[src/hw/ppi_host_pkg.sv]
package ppi_host_pkg;

  // ----------------------------------------------------------------
  // Clock and timing
  // ----------------------------------------------------------------
  localparam int CLK_PERIOD_NS  = 10;
  localparam int T_ADDR_SETUP_NS = 20;
  localparam int T_RD_PULSE_NS   = 300;
  localparam int T_WR_PULSE_NS   = 300;
  localparam int T_ADDR_HOLD_NS  = 30;
  localparam int T_RECOVER_NS    = 850;
  localparam int T_DEV_RESET_US  = 50;
  localparam int NS_PER_US       = 1000;

  function automatic int ns_to_cyc(input int ns);
    int c;
    c = (ns + CLK_PERIOD_NS - 1) / CLK_PERIOD_NS;
    return (c < 1) ? 1 : c;
  endfunction

  localparam int CNT_W = 8;
  localparam logic [CNT_W-1:0] CNT_ZERO = 8'h00;
  localparam logic [CNT_W-1:0] CNT_ONE  = 8'h01;
  localparam logic [CNT_W-1:0] AS_LOAD  =
    CNT_W'(ns_to_cyc(T_ADDR_SETUP_NS) - 1);
  localparam logic [CNT_W-1:0] RD_LOAD  =
    CNT_W'(ns_to_cyc(T_RD_PULSE_NS) - 1);
  localparam logic [CNT_W-1:0] WR_LOAD  =
    CNT_W'(ns_to_cyc(T_WR_PULSE_NS) - 1);
  localparam logic [CNT_W-1:0] HOLD_LOAD =
    CNT_W'(ns_to_cyc(T_ADDR_HOLD_NS) - 1);
  localparam logic [CNT_W-1:0] REC_LOAD =
    CNT_W'(ns_to_cyc(T_RECOVER_NS) - 1);
  localparam int DEV_RESET_CYC =
    ns_to_cyc(T_DEV_RESET_US * NS_PER_US);
  localparam int RST_CNT_W = 16;

  // ----------------------------------------------------------------
  // Device address pairs
  // ----------------------------------------------------------------
  localparam logic [1:0] DEV_PORT_A = 2'h0;
  localparam logic [1:0] DEV_PORT_B = 2'h1;
  localparam logic [1:0] DEV_PORT_C = 2'h2;
  localparam logic [1:0] DEV_CTRL   = 2'h3;

  // ----------------------------------------------------------------
  // Avalon register map
  // ----------------------------------------------------------------
  localparam int AVS_ADDR_W = 5;
  localparam logic [4:0] OFS_PORT_A = 5'h00;
  localparam logic [4:0] OFS_PORT_B = 5'h04;
  localparam logic [4:0] OFS_PORT_C = 5'h08;
  localparam logic [4:0] OFS_CTRL   = 5'h0C;
  localparam logic [4:0] OFS_STATUS = 5'h10;
  localparam logic [4:0] OFS_MODE   = 5'h14;
  localparam logic [4:0] OFS_BITCMD = 5'h18;

  // ----------------------------------------------------------------
  // Control word fields
  // ----------------------------------------------------------------
  localparam int CW_MODE_FLAG = 7;
  localparam int CW_A_MODE_HI = 6;
  localparam int CW_A_MODE_LO = 5;
  localparam int CW_DIR_A     = 4;
  localparam int CW_DIR_CU    = 3;
  localparam int CW_MODE_B    = 2;
  localparam int CW_DIR_B     = 1;
  localparam int CW_DIR_CL    = 0;
  localparam int MC_MODE_A    = 5;
  localparam int BC_VAL       = 0;
  localparam int BC_SEL_LO    = 1;
  localparam int BC_SEL_HI    = 3;
  localparam logic [7:0] CW_RESET = 8'h00;

  // ----------------------------------------------------------------
  // Status fields
  // ----------------------------------------------------------------
  localparam int ST_DEV_RESET = 0;
  localparam int ST_IRQ_A     = 1;
  localparam int ST_IRQ_B     = 2;
  localparam int ST_SEQ_BUSY  = 3;

  // ----------------------------------------------------------------
  // Carriers
  // ----------------------------------------------------------------
  typedef struct packed {
    logic       cs_n;
    logic       rd_n;
    logic       wr_n;
    logic [1:0] addr;
    logic [7:0] dout;
    logic       doe;
  } pin_bus_t;

  typedef struct packed {
    logic       is_read;
    logic [1:0] addr;
    logic [7:0] data;
  } cyc_req_t;

  localparam pin_bus_t PINS_IDLE = '{cs_n: 1'b1, rd_n: 1'b1, wr_n: 1'b1,
                                     addr: 2'h0, dout: 8'h00, doe: 1'b0};

  function automatic logic [7:0] mode_word(input logic [7:0] f);
    logic [7:0] w;
    w = 8'h00;
    w[CW_MODE_FLAG] = 1'b1;
    w[CW_A_MODE_HI] = 1'b0;
    w[CW_A_MODE_LO] = f[MC_MODE_A];
    w[CW_DIR_A]     = f[CW_DIR_A];
    w[CW_DIR_CU]    = f[CW_DIR_CU];
    w[CW_MODE_B]    = f[CW_MODE_B];
    w[CW_DIR_B]     = f[CW_DIR_B];
    w[CW_DIR_CL]    = f[CW_DIR_CL];
    return w;
  endfunction

  function automatic logic [7:0] bit_cmd_word(input logic [7:0] f);
    logic [7:0] w;
    w = 8'h00;
    w[BC_SEL_HI:BC_SEL_LO] = f[BC_SEL_HI:BC_SEL_LO];
    w[BC_VAL] = f[BC_VAL];
    return w;
  endfunction

endpackage

[src/hw/pin_cycle.sv]
`timescale 1ns/100ps
`default_nettype none

module pin_cycle (
  input  wire logic                   clock,
  input  wire logic                   sys_rst,
  input  wire logic                   start,
  input  wire ppi_host_pkg::cyc_req_t req,
  input  wire logic [7:0]             data_in,
  output logic                        ready,
  output logic                        done,
  output logic [7:0]                  rdata,
  output ppi_host_pkg::pin_bus_t      pins
);

  // ----------------------------------------------------------------
  // State
  // ----------------------------------------------------------------
  typedef enum logic [2:0] {
    S_IDLE    = 3'b000,
    S_SETUP   = 3'b001,
    S_STROBE  = 3'b010,
    S_HOLD    = 3'b011,
    S_RECOVER = 3'b100
  } seq_state_t;

  seq_state_t              state_reg, state_next;
  logic [7:0]              cnt_reg, cnt_next;
  ppi_host_pkg::cyc_req_t  req_reg, req_next;
  logic [7:0]              rdata_reg, rdata_next;
  ppi_host_pkg::pin_bus_t  pins_reg, pins_next;

  // ----------------------------------------------------------------
  // Next state
  // ----------------------------------------------------------------
  always_comb
  begin
    state_next = state_reg;
    cnt_next   = cnt_reg - ppi_host_pkg::CNT_ONE;
    req_next   = req_reg;
    rdata_next = rdata_reg;
    done       = 1'b0;
    case (state_reg)
      S_IDLE:
      begin
        cnt_next = ppi_host_pkg::AS_LOAD;
        if (start)
        begin
          req_next   = req;
          state_next = S_SETUP;
        end
      end
      S_SETUP:
        if (cnt_reg == ppi_host_pkg::CNT_ZERO)
        begin
          state_next = S_STROBE;
          cnt_next   = req_reg.is_read ? ppi_host_pkg::RD_LOAD
                                       : ppi_host_pkg::WR_LOAD;
        end
      S_STROBE:
        if (cnt_reg == ppi_host_pkg::CNT_ZERO)
        begin
          // Sampled on the last low cycle, well past access time
          if (req_reg.is_read)
            rdata_next = data_in;
          state_next = S_HOLD;
          cnt_next   = ppi_host_pkg::HOLD_LOAD;
        end
      S_HOLD:
        if (cnt_reg == ppi_host_pkg::CNT_ZERO)
        begin
          done       = 1'b1;
          state_next = S_RECOVER;
          cnt_next   = ppi_host_pkg::REC_LOAD;
        end
      S_RECOVER:
        // Also covers the float time of the device bus after a read
        if (cnt_reg == ppi_host_pkg::CNT_ZERO)
          state_next = S_IDLE;
      default:
        state_next = S_IDLE;
    endcase
    pins_next      = ppi_host_pkg::PINS_IDLE;
    pins_next.addr = req_next.addr;
    pins_next.dout = req_next.data;
    if (state_next == S_SETUP || state_next == S_STROBE ||
        state_next == S_HOLD)
    begin
      pins_next.cs_n = 1'b0;
      pins_next.doe  = !req_next.is_read;
      if (state_next == S_STROBE)
      begin
        pins_next.rd_n = !req_next.is_read;
        pins_next.wr_n = req_next.is_read;
      end
    end
  end

  // ----------------------------------------------------------------
  // Registers
  // ----------------------------------------------------------------
  always_ff @(posedge clock)
  begin
    if (sys_rst)
    begin
      state_reg <= S_IDLE;
      cnt_reg   <= ppi_host_pkg::CNT_ZERO;
      req_reg   <= '0;
      rdata_reg <= 8'h00;
      pins_reg  <= ppi_host_pkg::PINS_IDLE;
    end
    else
    begin
      state_reg <= state_next;
      cnt_reg   <= cnt_next;
      req_reg   <= req_next;
      rdata_reg <= rdata_next;
      pins_reg  <= pins_next;
    end
  end

  assign ready = (state_reg == S_IDLE);
  assign rdata = rdata_reg;
  assign pins  = pins_reg;

endmodule

`default_nettype wire

[src/hw/ppi_host_ctrl.sv]
// Notes on behaviour
// - Address 11 write loads control; never read
// - Mode 0 word layout and direction bits
// - Strobed byte reaches bus on host read
// - Peripheral pulls acknowledge low when taken
//
// Our own choices: the Avalon-MM register port and the register offsets.
`timescale 1ns/100ps
`default_nettype none

module ppi_host_ctrl #(
  parameter int DEV_RESET_CYCLES = ppi_host_pkg::DEV_RESET_CYC
) (
  input  wire logic        CLOCK,
  input  wire logic        SYS_RST,
  input  wire logic [4:0]  AVS_ADDRESS,
  input  wire logic        AVS_READ,
  input  wire logic        AVS_WRITE,
  input  wire logic [31:0] AVS_WRITEDATA,
  input  wire logic [3:0]  AVS_BYTEENABLE,
  output logic [31:0]      AVS_READDATA,
  output logic             AVS_WAITREQUEST,
  output logic             DEV_RESET,
  output logic             DEV_CS_N,
  output logic             DEV_RD_N,
  output logic             DEV_WR_N,
  output logic             PORT_ADDR_BIT0,
  output logic             PORT_ADDR_BIT1,
  input  wire logic [7:0]  DATA_IN,
  output logic [7:0]       DATA_OUT,
  output logic             DATA_OE,
  input  wire logic        IRQ_REQUEST_A,
  input  wire logic        IRQ_REQUEST_B
);

  // ----------------------------------------------------------------
  // State
  // ----------------------------------------------------------------
  typedef enum logic [1:0] {
    M_IDLE = 2'b00,
    M_BUSY = 2'b01,
    M_ACK  = 2'b10
  } host_state_t;

  localparam logic [ppi_host_pkg::RST_CNT_W-1:0] RST_LAST =
    ppi_host_pkg::RST_CNT_W'(DEV_RESET_CYCLES - 1);
  localparam logic [ppi_host_pkg::RST_CNT_W-1:0] RST_ONE =
    ppi_host_pkg::RST_CNT_W'(1);

  host_state_t                           state_reg, state_next;
  logic [31:0]                           rdata_reg, rdata_next;
  logic [7:0]                            shadow_reg, shadow_next;
  logic [ppi_host_pkg::RST_CNT_W-1:0]    rst_cnt_reg, rst_cnt_next;
  logic                                  dev_rst_reg, dev_rst_next;
  logic                                  seq_start;
  logic                                  seq_ready;
  logic                                  seq_done;
  logic [7:0]                            seq_rdata;
  ppi_host_pkg::cyc_req_t                seq_req;
  ppi_host_pkg::pin_bus_t                seq_pins;
  logic                                  avs_req;
  logic                                  wr_ok;
  logic [7:0]                            wbyte;
  logic [31:0]                           status_word;

  assign avs_req = AVS_READ || AVS_WRITE;
  assign wr_ok   = AVS_WRITE && AVS_BYTEENABLE[0];
  assign wbyte   = AVS_WRITEDATA[7:0];

  always_comb
  begin
    status_word = 32'h0000_0000;
    status_word[ppi_host_pkg::ST_DEV_RESET] = dev_rst_reg;
    status_word[ppi_host_pkg::ST_IRQ_A]     = IRQ_REQUEST_A;
    status_word[ppi_host_pkg::ST_IRQ_B]     = IRQ_REQUEST_B;
    status_word[ppi_host_pkg::ST_SEQ_BUSY]  = !seq_ready;
  end

  // ----------------------------------------------------------------
  // Device reset stretcher
  // ----------------------------------------------------------------
  always_comb
  begin
    rst_cnt_next = rst_cnt_reg;
    dev_rst_next = dev_rst_reg;
    if (dev_rst_reg)
    begin
      if (rst_cnt_reg == RST_LAST)
        dev_rst_next = 1'b0;
      else
        rst_cnt_next = rst_cnt_reg + RST_ONE;
    end
  end

  // ----------------------------------------------------------------
  // Avalon slave and command decode
  // ----------------------------------------------------------------
  always_comb
  begin
    state_next  = state_reg;
    rdata_next  = rdata_reg;
    shadow_next = shadow_reg;
    seq_start   = 1'b0;
    seq_req     = '0;
    if (dev_rst_reg)
      shadow_next = ppi_host_pkg::CW_RESET;
    case (state_reg)
      M_IDLE:
        // Held in wait while the device is still in reset
        if (avs_req && !dev_rst_reg)
        begin
          rdata_next = 32'h0000_0000;
          state_next = M_ACK;
          case (AVS_ADDRESS)
            ppi_host_pkg::OFS_PORT_A,
            ppi_host_pkg::OFS_PORT_B,
            ppi_host_pkg::OFS_PORT_C:
            begin
              seq_req.is_read = AVS_READ;
              seq_req.addr    = AVS_ADDRESS[3:2];
              seq_req.data    = wbyte;
              if (AVS_READ || wr_ok)
              begin
                state_next = seq_ready ? M_BUSY : M_IDLE;
                seq_start  = seq_ready;
              end
            end
            ppi_host_pkg::OFS_CTRL:
              if (AVS_READ)
                rdata_next = {24'h00_0000, shadow_reg};
              else if (wr_ok)
              begin
                seq_req.addr = ppi_host_pkg::DEV_CTRL;
                seq_req.data = wbyte;
                state_next   = seq_ready ? M_BUSY : M_IDLE;
                seq_start    = seq_ready;
                if (seq_ready && wbyte[ppi_host_pkg::CW_MODE_FLAG])
                  shadow_next = wbyte;
              end
            ppi_host_pkg::OFS_MODE:
              if (wr_ok)
              begin
                seq_req.addr = ppi_host_pkg::DEV_CTRL;
                seq_req.data = ppi_host_pkg::mode_word(wbyte);
                state_next   = seq_ready ? M_BUSY : M_IDLE;
                seq_start    = seq_ready;
                if (seq_ready)
                  shadow_next = seq_req.data;
              end
            ppi_host_pkg::OFS_BITCMD:
              if (wr_ok)
              begin
                seq_req.addr = ppi_host_pkg::DEV_CTRL;
                seq_req.data = ppi_host_pkg::bit_cmd_word(wbyte);
                state_next   = seq_ready ? M_BUSY : M_IDLE;
                seq_start    = seq_ready;
              end
            ppi_host_pkg::OFS_STATUS:
              rdata_next = status_word;
            default:
              rdata_next = 32'h0000_0000;
          endcase
        end
      M_BUSY:
        if (seq_done)
        begin
          rdata_next = {24'h00_0000, seq_rdata};
          state_next = M_ACK;
        end
      M_ACK:
        state_next = M_IDLE;
      default:
        state_next = M_IDLE;
    endcase
  end

  // ----------------------------------------------------------------
  // Registers
  // ----------------------------------------------------------------
  always_ff @(posedge CLOCK)
  begin
    if (SYS_RST)
    begin
      state_reg   <= M_IDLE;
      rdata_reg   <= 32'h0000_0000;
      shadow_reg  <= ppi_host_pkg::CW_RESET;
      rst_cnt_reg <= '0;
      dev_rst_reg <= 1'b1;
    end
    else
    begin
      state_reg   <= state_next;
      rdata_reg   <= rdata_next;
      shadow_reg  <= shadow_next;
      rst_cnt_reg <= rst_cnt_next;
      dev_rst_reg <= dev_rst_next;
    end
  end

  // ----------------------------------------------------------------
  // Pin sequencer
  // ----------------------------------------------------------------
  pin_cycle u_pin_cycle (
    .clock   (CLOCK),
    .sys_rst (SYS_RST),
    .start   (seq_start),
    .req     (seq_req),
    .data_in (DATA_IN),
    .ready   (seq_ready),
    .done    (seq_done),
    .rdata   (seq_rdata),
    .pins    (seq_pins)
  );

  assign AVS_WAITREQUEST = avs_req && (state_reg != M_ACK);
  assign AVS_READDATA    = rdata_reg;
  assign DEV_RESET       = dev_rst_reg;
  assign DEV_CS_N        = seq_pins.cs_n;
  assign DEV_RD_N        = seq_pins.rd_n;
  assign DEV_WR_N        = seq_pins.wr_n;
  assign PORT_ADDR_BIT0  = seq_pins.addr[0];
  assign PORT_ADDR_BIT1  = seq_pins.addr[1];
  assign DATA_OUT        = seq_pins.dout;
  assign DATA_OE         = seq_pins.doe;

endmodule

`default_nettype wire

[config.mk]
export PLATFORM = sky130hd
export DESIGN_NAME = ppi_host_ctrl
export DESIGN_NICKNAME = d
export VERILOG_FILES = /design/src/hw/ppi_host_pkg.sv /design/src/hw/pin_cycle.sv /design/src/hw/ppi_host_ctrl.sv
export SDC_FILE = /design/constraint.sdc
export NUM_CORES = 1
export LEC_CHECK = 0
export BUFFER_PORTS_ARGS = -buffer_cell sky130_fd_sc_hd__buf_2
export CORE_ASPECT_RATIO = 1.75
export CORE_MARGIN = 2
export CORE_UTILIZATION = 36
export CTS_CLUSTER_DIAMETER = 30
export DETAILED_ROUTE_END_ITERATION = 7
export PLACE_DENSITY_LB_ADDON = 0.2
export SYNTH_ARGS = -nofsm -noshare
export SYNTH_HDL_FRONTEND = slang
export SYNTH_SLANG_ARGS = --single-unit
[constraint.sdc]
create_clock -name CLOCK -period 5.3 [get_ports CLOCK]
set_clock_uncertainty 0.15 [all_clocks]
set_input_delay 0.53 -clock CLOCK [delete_from_list [all_inputs] [get_ports CLOCK]]
set_output_delay 0.53 -clock CLOCK [all_outputs]
set_load 0.005 [all_outputs]
==> metrics.yaml, run 1 <==
grt.overflow.total: 0
ant_nets: 0
netlist_instances: 431
drive_gt1_share_pct: 20.1
finalHoldWorstSlack_ns: 0.278
setup-violations-final: 0
ios: 103
core_mm2: 0.0102
syn_avg_cell_area_um2: 8.68
cts_root_buf: "clkbuf_16"
io_buffers: 51
drtIter0Drc: 143
drt-total-wl_um: 9020
cp_cell_sequence: "inv_1, ha_1, or3b_2, nor4_4, mux2i_1, nor2_1"
num_vias: 3207
hp-class: "in -> reg"
required_ns: 5.35
nets: 521
ys.flop_type: "dfxtp_1"
final_common_cell: "dfxtp_1"
postCtsSetupBuffers: 0
grt_usage_pct: 17.0
slowest_delay_ns: 0.74
worst_pin_slew_ns: 0.983
start_util_pct: 36.8
antenna_found_initial: 0
crit_fanout: 8
h-tree-depth: 3
cts.sinks: 69
utilization_pct: 41.6
slew_viol_final: 0
post-route-min-period_ns: 2.56
die_area_mm2: 0.0113
yosysSeqAreaShare_pct: 36.9
synth-seq-cells: 69
via_per_inst: 5.39
cp_data_arrival_time_ns: 2.62
diodes: 0
hpwl_um: 6600
crit_type: "reg -> reg"
slowest_stage: "nor4_4"
nFillCells: 1044
hold_buffers: 0
crit_path_start_kind: "flip-flop"
dr.pass1.iters: 4
clk_path_buf_depth: 2
drc: 0
die_y_um: 139
netlist_area_mm2: 0.00374
layout_common_cells: "dfxtp_1 (69), buf_2 (51), nand2_1 (37)"
slew_headroom_pct: 34.4
rows: 49
power_density_mw_per_mm2: 286
numCtsBuffers: 9
grt_pass1_wl_um: 15000
fin_setup_tns_ns: 0
fmaxAchievable_ghz: 0.390
grt_pass1_vias: 3077
cts_resized: 0
clk_latency_ns: 0.34
yosys_warnings: 0
dp_cells: 579
path_clk_slew_ns: 0.06
async_flop_share_pct: 0
cap_violations: 0
hold_viol_final: 0
ys_types: 65
largest_reg_flops: 16
wire_per_inst_um: 15.2
p_leak_nw: 1.65
gp_congestion: 0.911
synth-edff-count: 0
die_w_um: 81.1
end_kind: "flip-flop"
stdcell_count: 595
status: "finished clean"
area_growth_syn_to_layout_pct: 13.1
cts_tree: "done"
peakVddDrop_uv: 218
finalCritPeriodShare_pct: 48.4
grt_max_degree: 51
rsz0062_at_grt: "no"
==> path summary, 6_finish.rpt <==
check / startpoint / end / slack (ns) / cells past startpoint
worst max-delay path: u_pin_cycle.cnt_reg[0] / u_pin_cycle.rdata[1] / 2.74 / 6
worst min-delay path: DATA_IN[2] / u_pin_cycle.rdata[2] / 0.28 / 3
worst max register to register: u_pin_cycle.cnt_reg[0] / u_pin_cycle.rdata[1] / 2.74 / 6
worst min register to register: u_pin_cycle.req_reg[1] / u_pin_cycle.req_reg[1] / 0.31 / 2
==> metal layers <==
layer | global-route usage, % | part of all wire, %
met5 | 0 | 0
met2 | 30.1 | 54
met3 | 3.65 | 3.9
met4 | 7.49 | 2.0
met1 | 18.9 | 40
==> cell usage after synthesis (all sizes together) (3+ instances only) <==
master,n,area share [%]
nand3,17,2.4
o21ai,11,1.5
a311oi,4,0.94
inv,11,1.1
a21oi,15,2.0
nor3,17,2.3
nor2,30,3.0
or3,6,1.0
buf,36,7.1
nand2b,3,0.50
nand3b,5,1.0
nand2,37,3.7
clkbuf,19,1.9
nand4,6,1.0
o221ai,4,0.94
a21boi,4,0.80
xnor2,9,2.1
mux2i,22,5.9
o32ai,4,0.94
nor4,9,2.7
ha,3,1.0
a211oi,6,1.3
a221oi,5,1.2
and3,7,1.2
or2,5,0.84
mux2,9,2.7
dfxtp,69,37
and2,4,0.67
nor2b,8,1.3
or4,10,2.1
==> where the power goes <==
group / total [mW] / switching [mW] / internal (mW)
clock: 0.623 / 0.230 / 0.392
sequential: 0.524 / 0.00284 / 0.521
combinational: 0.0637 / 0.0412 / 0.0226
total: 1.21 / 0.274 / 0.936
==> critical path, delay by kind of cell (launching register included) <==
family | cells | cell delay [ns]
adder cells (fa/ha/maj) | 1 | 0.21
flip-flops | 1 | 0.34
multiplexers | 1 | 0.27
AND/OR/NAND/NOR | 3 | 1.33
buffers and inverters | 1 | 0.12
==> metrics by stage <==
stage / setup WS [ns] / power, mW / instance area, um^2
floorplan: 3.05 / 0.587 / 3830
global placement: 2.63 / 0.598 / 3920
detailed placement: 2.64 / 0.599 / 3920
CTS: 2.70 / 1.22 / 4230
global route: 2.55 / 1.25 / 4230
finish: 2.74 / 1.21 / 4230
==> layout make-up <==
type / count / area [um^2] / area share, %
Tap cell: 127 / 159 / 3.75
Multi-Input combinational cell: 318 / 2070 / 48.8
Inverter: 12 / 45.0 / 1.06
Clock inverter: 4 / 55.1 / 1.30
Clock buffer: 12 / 256 / 6.06
Timing Repair Buffer: 53 / 270 / 6.38
Sequential cell: 69 / 1380 / 32.6
==> cells by family after synthesis <==
group / share of synthesized area [%]
other cells: 0.100
flops: 36.9
fa+ha+maj: 1.00
xor+xnor: 2.57
buf+inv: 10.2
compound gates: 14.2
simple gates: 26.4
mux: 8.59
Power figures use the tool's default switching activity.
==> run 2, diff against run 1 <==
==> constraint.sdc (replaced) <==
create_clock -name CLOCK -period 2.3 [get_ports CLOCK]
set_clock_uncertainty 0.15 [all_clocks]
set_input_delay 0.23 -clock CLOCK [delete_from_list [all_inputs] [get_ports CLOCK]]
set_output_delay 0.23 -clock CLOCK [all_outputs]
set_load 0.005 [all_outputs]
==> run 2 against run 1 <==
  * Power increased by 140%
  * Setup slack got worse by 2.6 ns
  * Final cell count increased by 5.2%
  * Wire length increased by 4.5%
  * Global-route usage increased by 0.61 points
  * Register-to-register slack got worse by 2.6 ns
  * Sequential cell count unchanged
  * Cell area increased by 6.7%
  * Critical endpoint is now rst_cnt_reg[11]
  * Largest power group unchanged
==> metrics.yaml, run 2 (synthesis gave the netlist of run 1 again) <==
area.sequential_mm2: 0.00138  # unchanged
largest_reg_flops: 16  # unchanged
drt-total-wl_um: 9430  # +4.5%
dr_wl_met3_um: 296  # -17%
multi_input_area_mm2: 0.00207  # +0.12%
grt_pass1_vias: 3218  # +4.6%
grt.overflow.total: 0  # unchanged
die_y_um: 139  # unchanged
cp_cell_sequence: "and3_1, or4b_2, a21oi_1, mux2_2"
peakVddDrop_uv: 385  # +77%
hpwl_um: 7130  # +7.9%
dr.pass1.iters: 4  # unchanged
cap_violations: 0  # unchanged
clk_path_buf_depth: 2  # unchanged
gp_congestion: 0.898  # -1.4%
fmaxAchievable_ghz: 0.471  # +21%
io_buffers: 51  # unchanged
crit_path_start_kind: "flip-flop"
power_density_mw_per_mm2: 644  # +130%
post-route-min-period_ns: 2.12  # -0.441 ns
nFillCells: 1069  # +2.4%
route.met2.wl_um: 5280  # +8.3%
crit_fanout: 9  # +1
r2r_cells: 4  # -2
wire_per_inst_um: 15.1  # -0.64%
hold_end: "u_pin_cycle.rdata[2]"
drc: 0  # unchanged
grt_max_degree: 34  # -33%
clk_latency_ns: 0.33  # about the same
final_common_cell: "dfxtp_1"
finalCritPeriodShare_pct: 92.3  # +44 points
cts_root_buf: "clkbuf_16"
layout_common_cells: "dfxtp_1 (69), buf_2 (51), nand2_1 (37)"
setup-violations-final: 0  # unchanged
rsz0062_at_grt: "no"
ios: 103  # unchanged
finalHoldWorstSlack_ns: 0.000963  # -0.277 ns
rows: 49  # unchanged
cp_data_arrival_time_ns: 2.19  # -0.43 ns
via_per_inst: 5.27  # -2.2%
crit_type: "reg -> reg"
cts.sinks: 69  # unchanged
status: "finished clean"
required_ns: 2.37  # -2.98 ns
path_clk_slew_ns: 0.06  # about the same
antenna_found_initial: 0  # unchanged
highest_layer: "met4"
cts_tree: "done"
core_mm2: 0.0102  # unchanged
slowest_delay_ns: 0.59  # -0.15 ns
slew_headroom_pct: 60.1  # +26 points
r2r_slack_ns: 0.18  # -2.56 ns
h-tree-depth: 3  # unchanged
r2r-end: "rst_cnt_reg[11]"
slowest_stage: "or4b_2"
num_vias: 3299  # +2.9%
hold_depth: 3  # unchanged
ant_nets: 0  # unchanged
fin_setup_tns_ns: 0  # unchanged
drtIter0Drc: 156  # +9.1%
area_growth_syn_to_layout_pct: 20.7
wl_met1_um: 3650  # +1.4%
hold_start: "DATA_IN[2]"
die_area_mm2: 0.0113  # unchanged
end_kind: "flip-flop"
drive_gt1_share_pct: 24.2  # +4.2 points
hp-class: "in -> reg"
grt_usage_pct: 17.6  # +0.61 points
timing.rr.start: "rst_cnt_reg[6]"
start_util_pct: 36.8  # unchanged
die_w_um: 81.1  # unchanged
worst_pin_slew_ns: 0.596  # -0.387 ns
p_leak_nw: 1.82  # +10%
hold_viol_final: 0  # unchanged
diodes: 0  # unchanged
grt_pass1_wl_um: 15500  # +3.1%
numCtsBuffers: 9  # unchanged
slew_viol_final: 0  # unchanged
nets: 552  # +6.0%
==> run 2: power breakdown <==
part | internal [mW] | switching (mW)
clock | 1.01 | 0.526
sequential | 1.20 | 0.00627
combinational | 0.0664 | 0.0984
total | 2.28 | 0.631
==> run 2: worst max path at each step <==
| stage | to | slack (ns) | depth (start not counted) | start |
|---|---|---|---|---|
| 6_report | rst_cnt_reg[11] | 0.18 | 4 | rst_cnt_reg[6] |
| 3_5_place_dp | AVS_READDATA[1] | 0.09 | 7 | u_pin_cycle.cnt_reg[0] |
| 5_1_grt | AVS_READDATA[5] | 0.05 | 7 | u_pin_cycle.cnt_reg[0] |
| 4_1_cts | AVS_READDATA[5] | 0.06 | 7 | u_pin_cycle.cnt_reg[0] |
| 2_1_floorplan | u_pin_cycle.rdata[0] | 0.05 | 7 | u_pin_cycle.cnt_reg[0] |
| 3_3_place_gp | u_pin_cycle.rdata[0] | 0.12 | 7 | u_pin_cycle.cnt_reg[0] |
==> run 2: what timing repair did <==
action,in CTS,in global routing
gates resized for setup,0,1
endpoints found under the setup margin,0,9
buffers inserted,0,0
hold buffers,5,0
hold endpoints to repair,5,0
==> run 2: worst max-delay path, delay by kind of cell (launching register included) <==
family / cells / cell delay (ns)
AOI/OAI and AO/OA: 1 / 0.20
muxes: 1 / 0.35
DFF: 1 / 0.50
and+or+nand+nor: 2 / 0.82
==> run 2: stage by stage <==
step / instances / power, mW / setup WS, ns / cell area, um^2 / util, %
final: 626 / 2.91 / 0.177 / 4520 / 44.4
after global routing: 626 / 3.00 / 0.0463 / 4520 / 44.4
after CTS: 626 / 2.94 / 0.0563 / 4520 / 44.4
after detailed placement: 605 / 1.39 / 0.0937 / 4130 / 40.6
after global placement: 605 / 1.39 / 0.125 / 4130 / 40.6
after floorplan: 454 / 1.35 / 0.0487 / 3830 / -
==> run 2: area by class of cell <==
class,instances,area share [%]
multi-input combinational,318,45.8
timing repair buffer,84,11.7
tap,127,3.52
clock buffer,11,5.59
sequential,69,30.6
inverter,12,0.997
clock inverter,5,1.83
==> run 2: metal layers <==
metal	vias to the layer above	global-route usage [%]
met5	-	0
met1	1571	19.4
met4	0	7.23
met2	68	31.8
met3	14	3.52
li1	1646	-
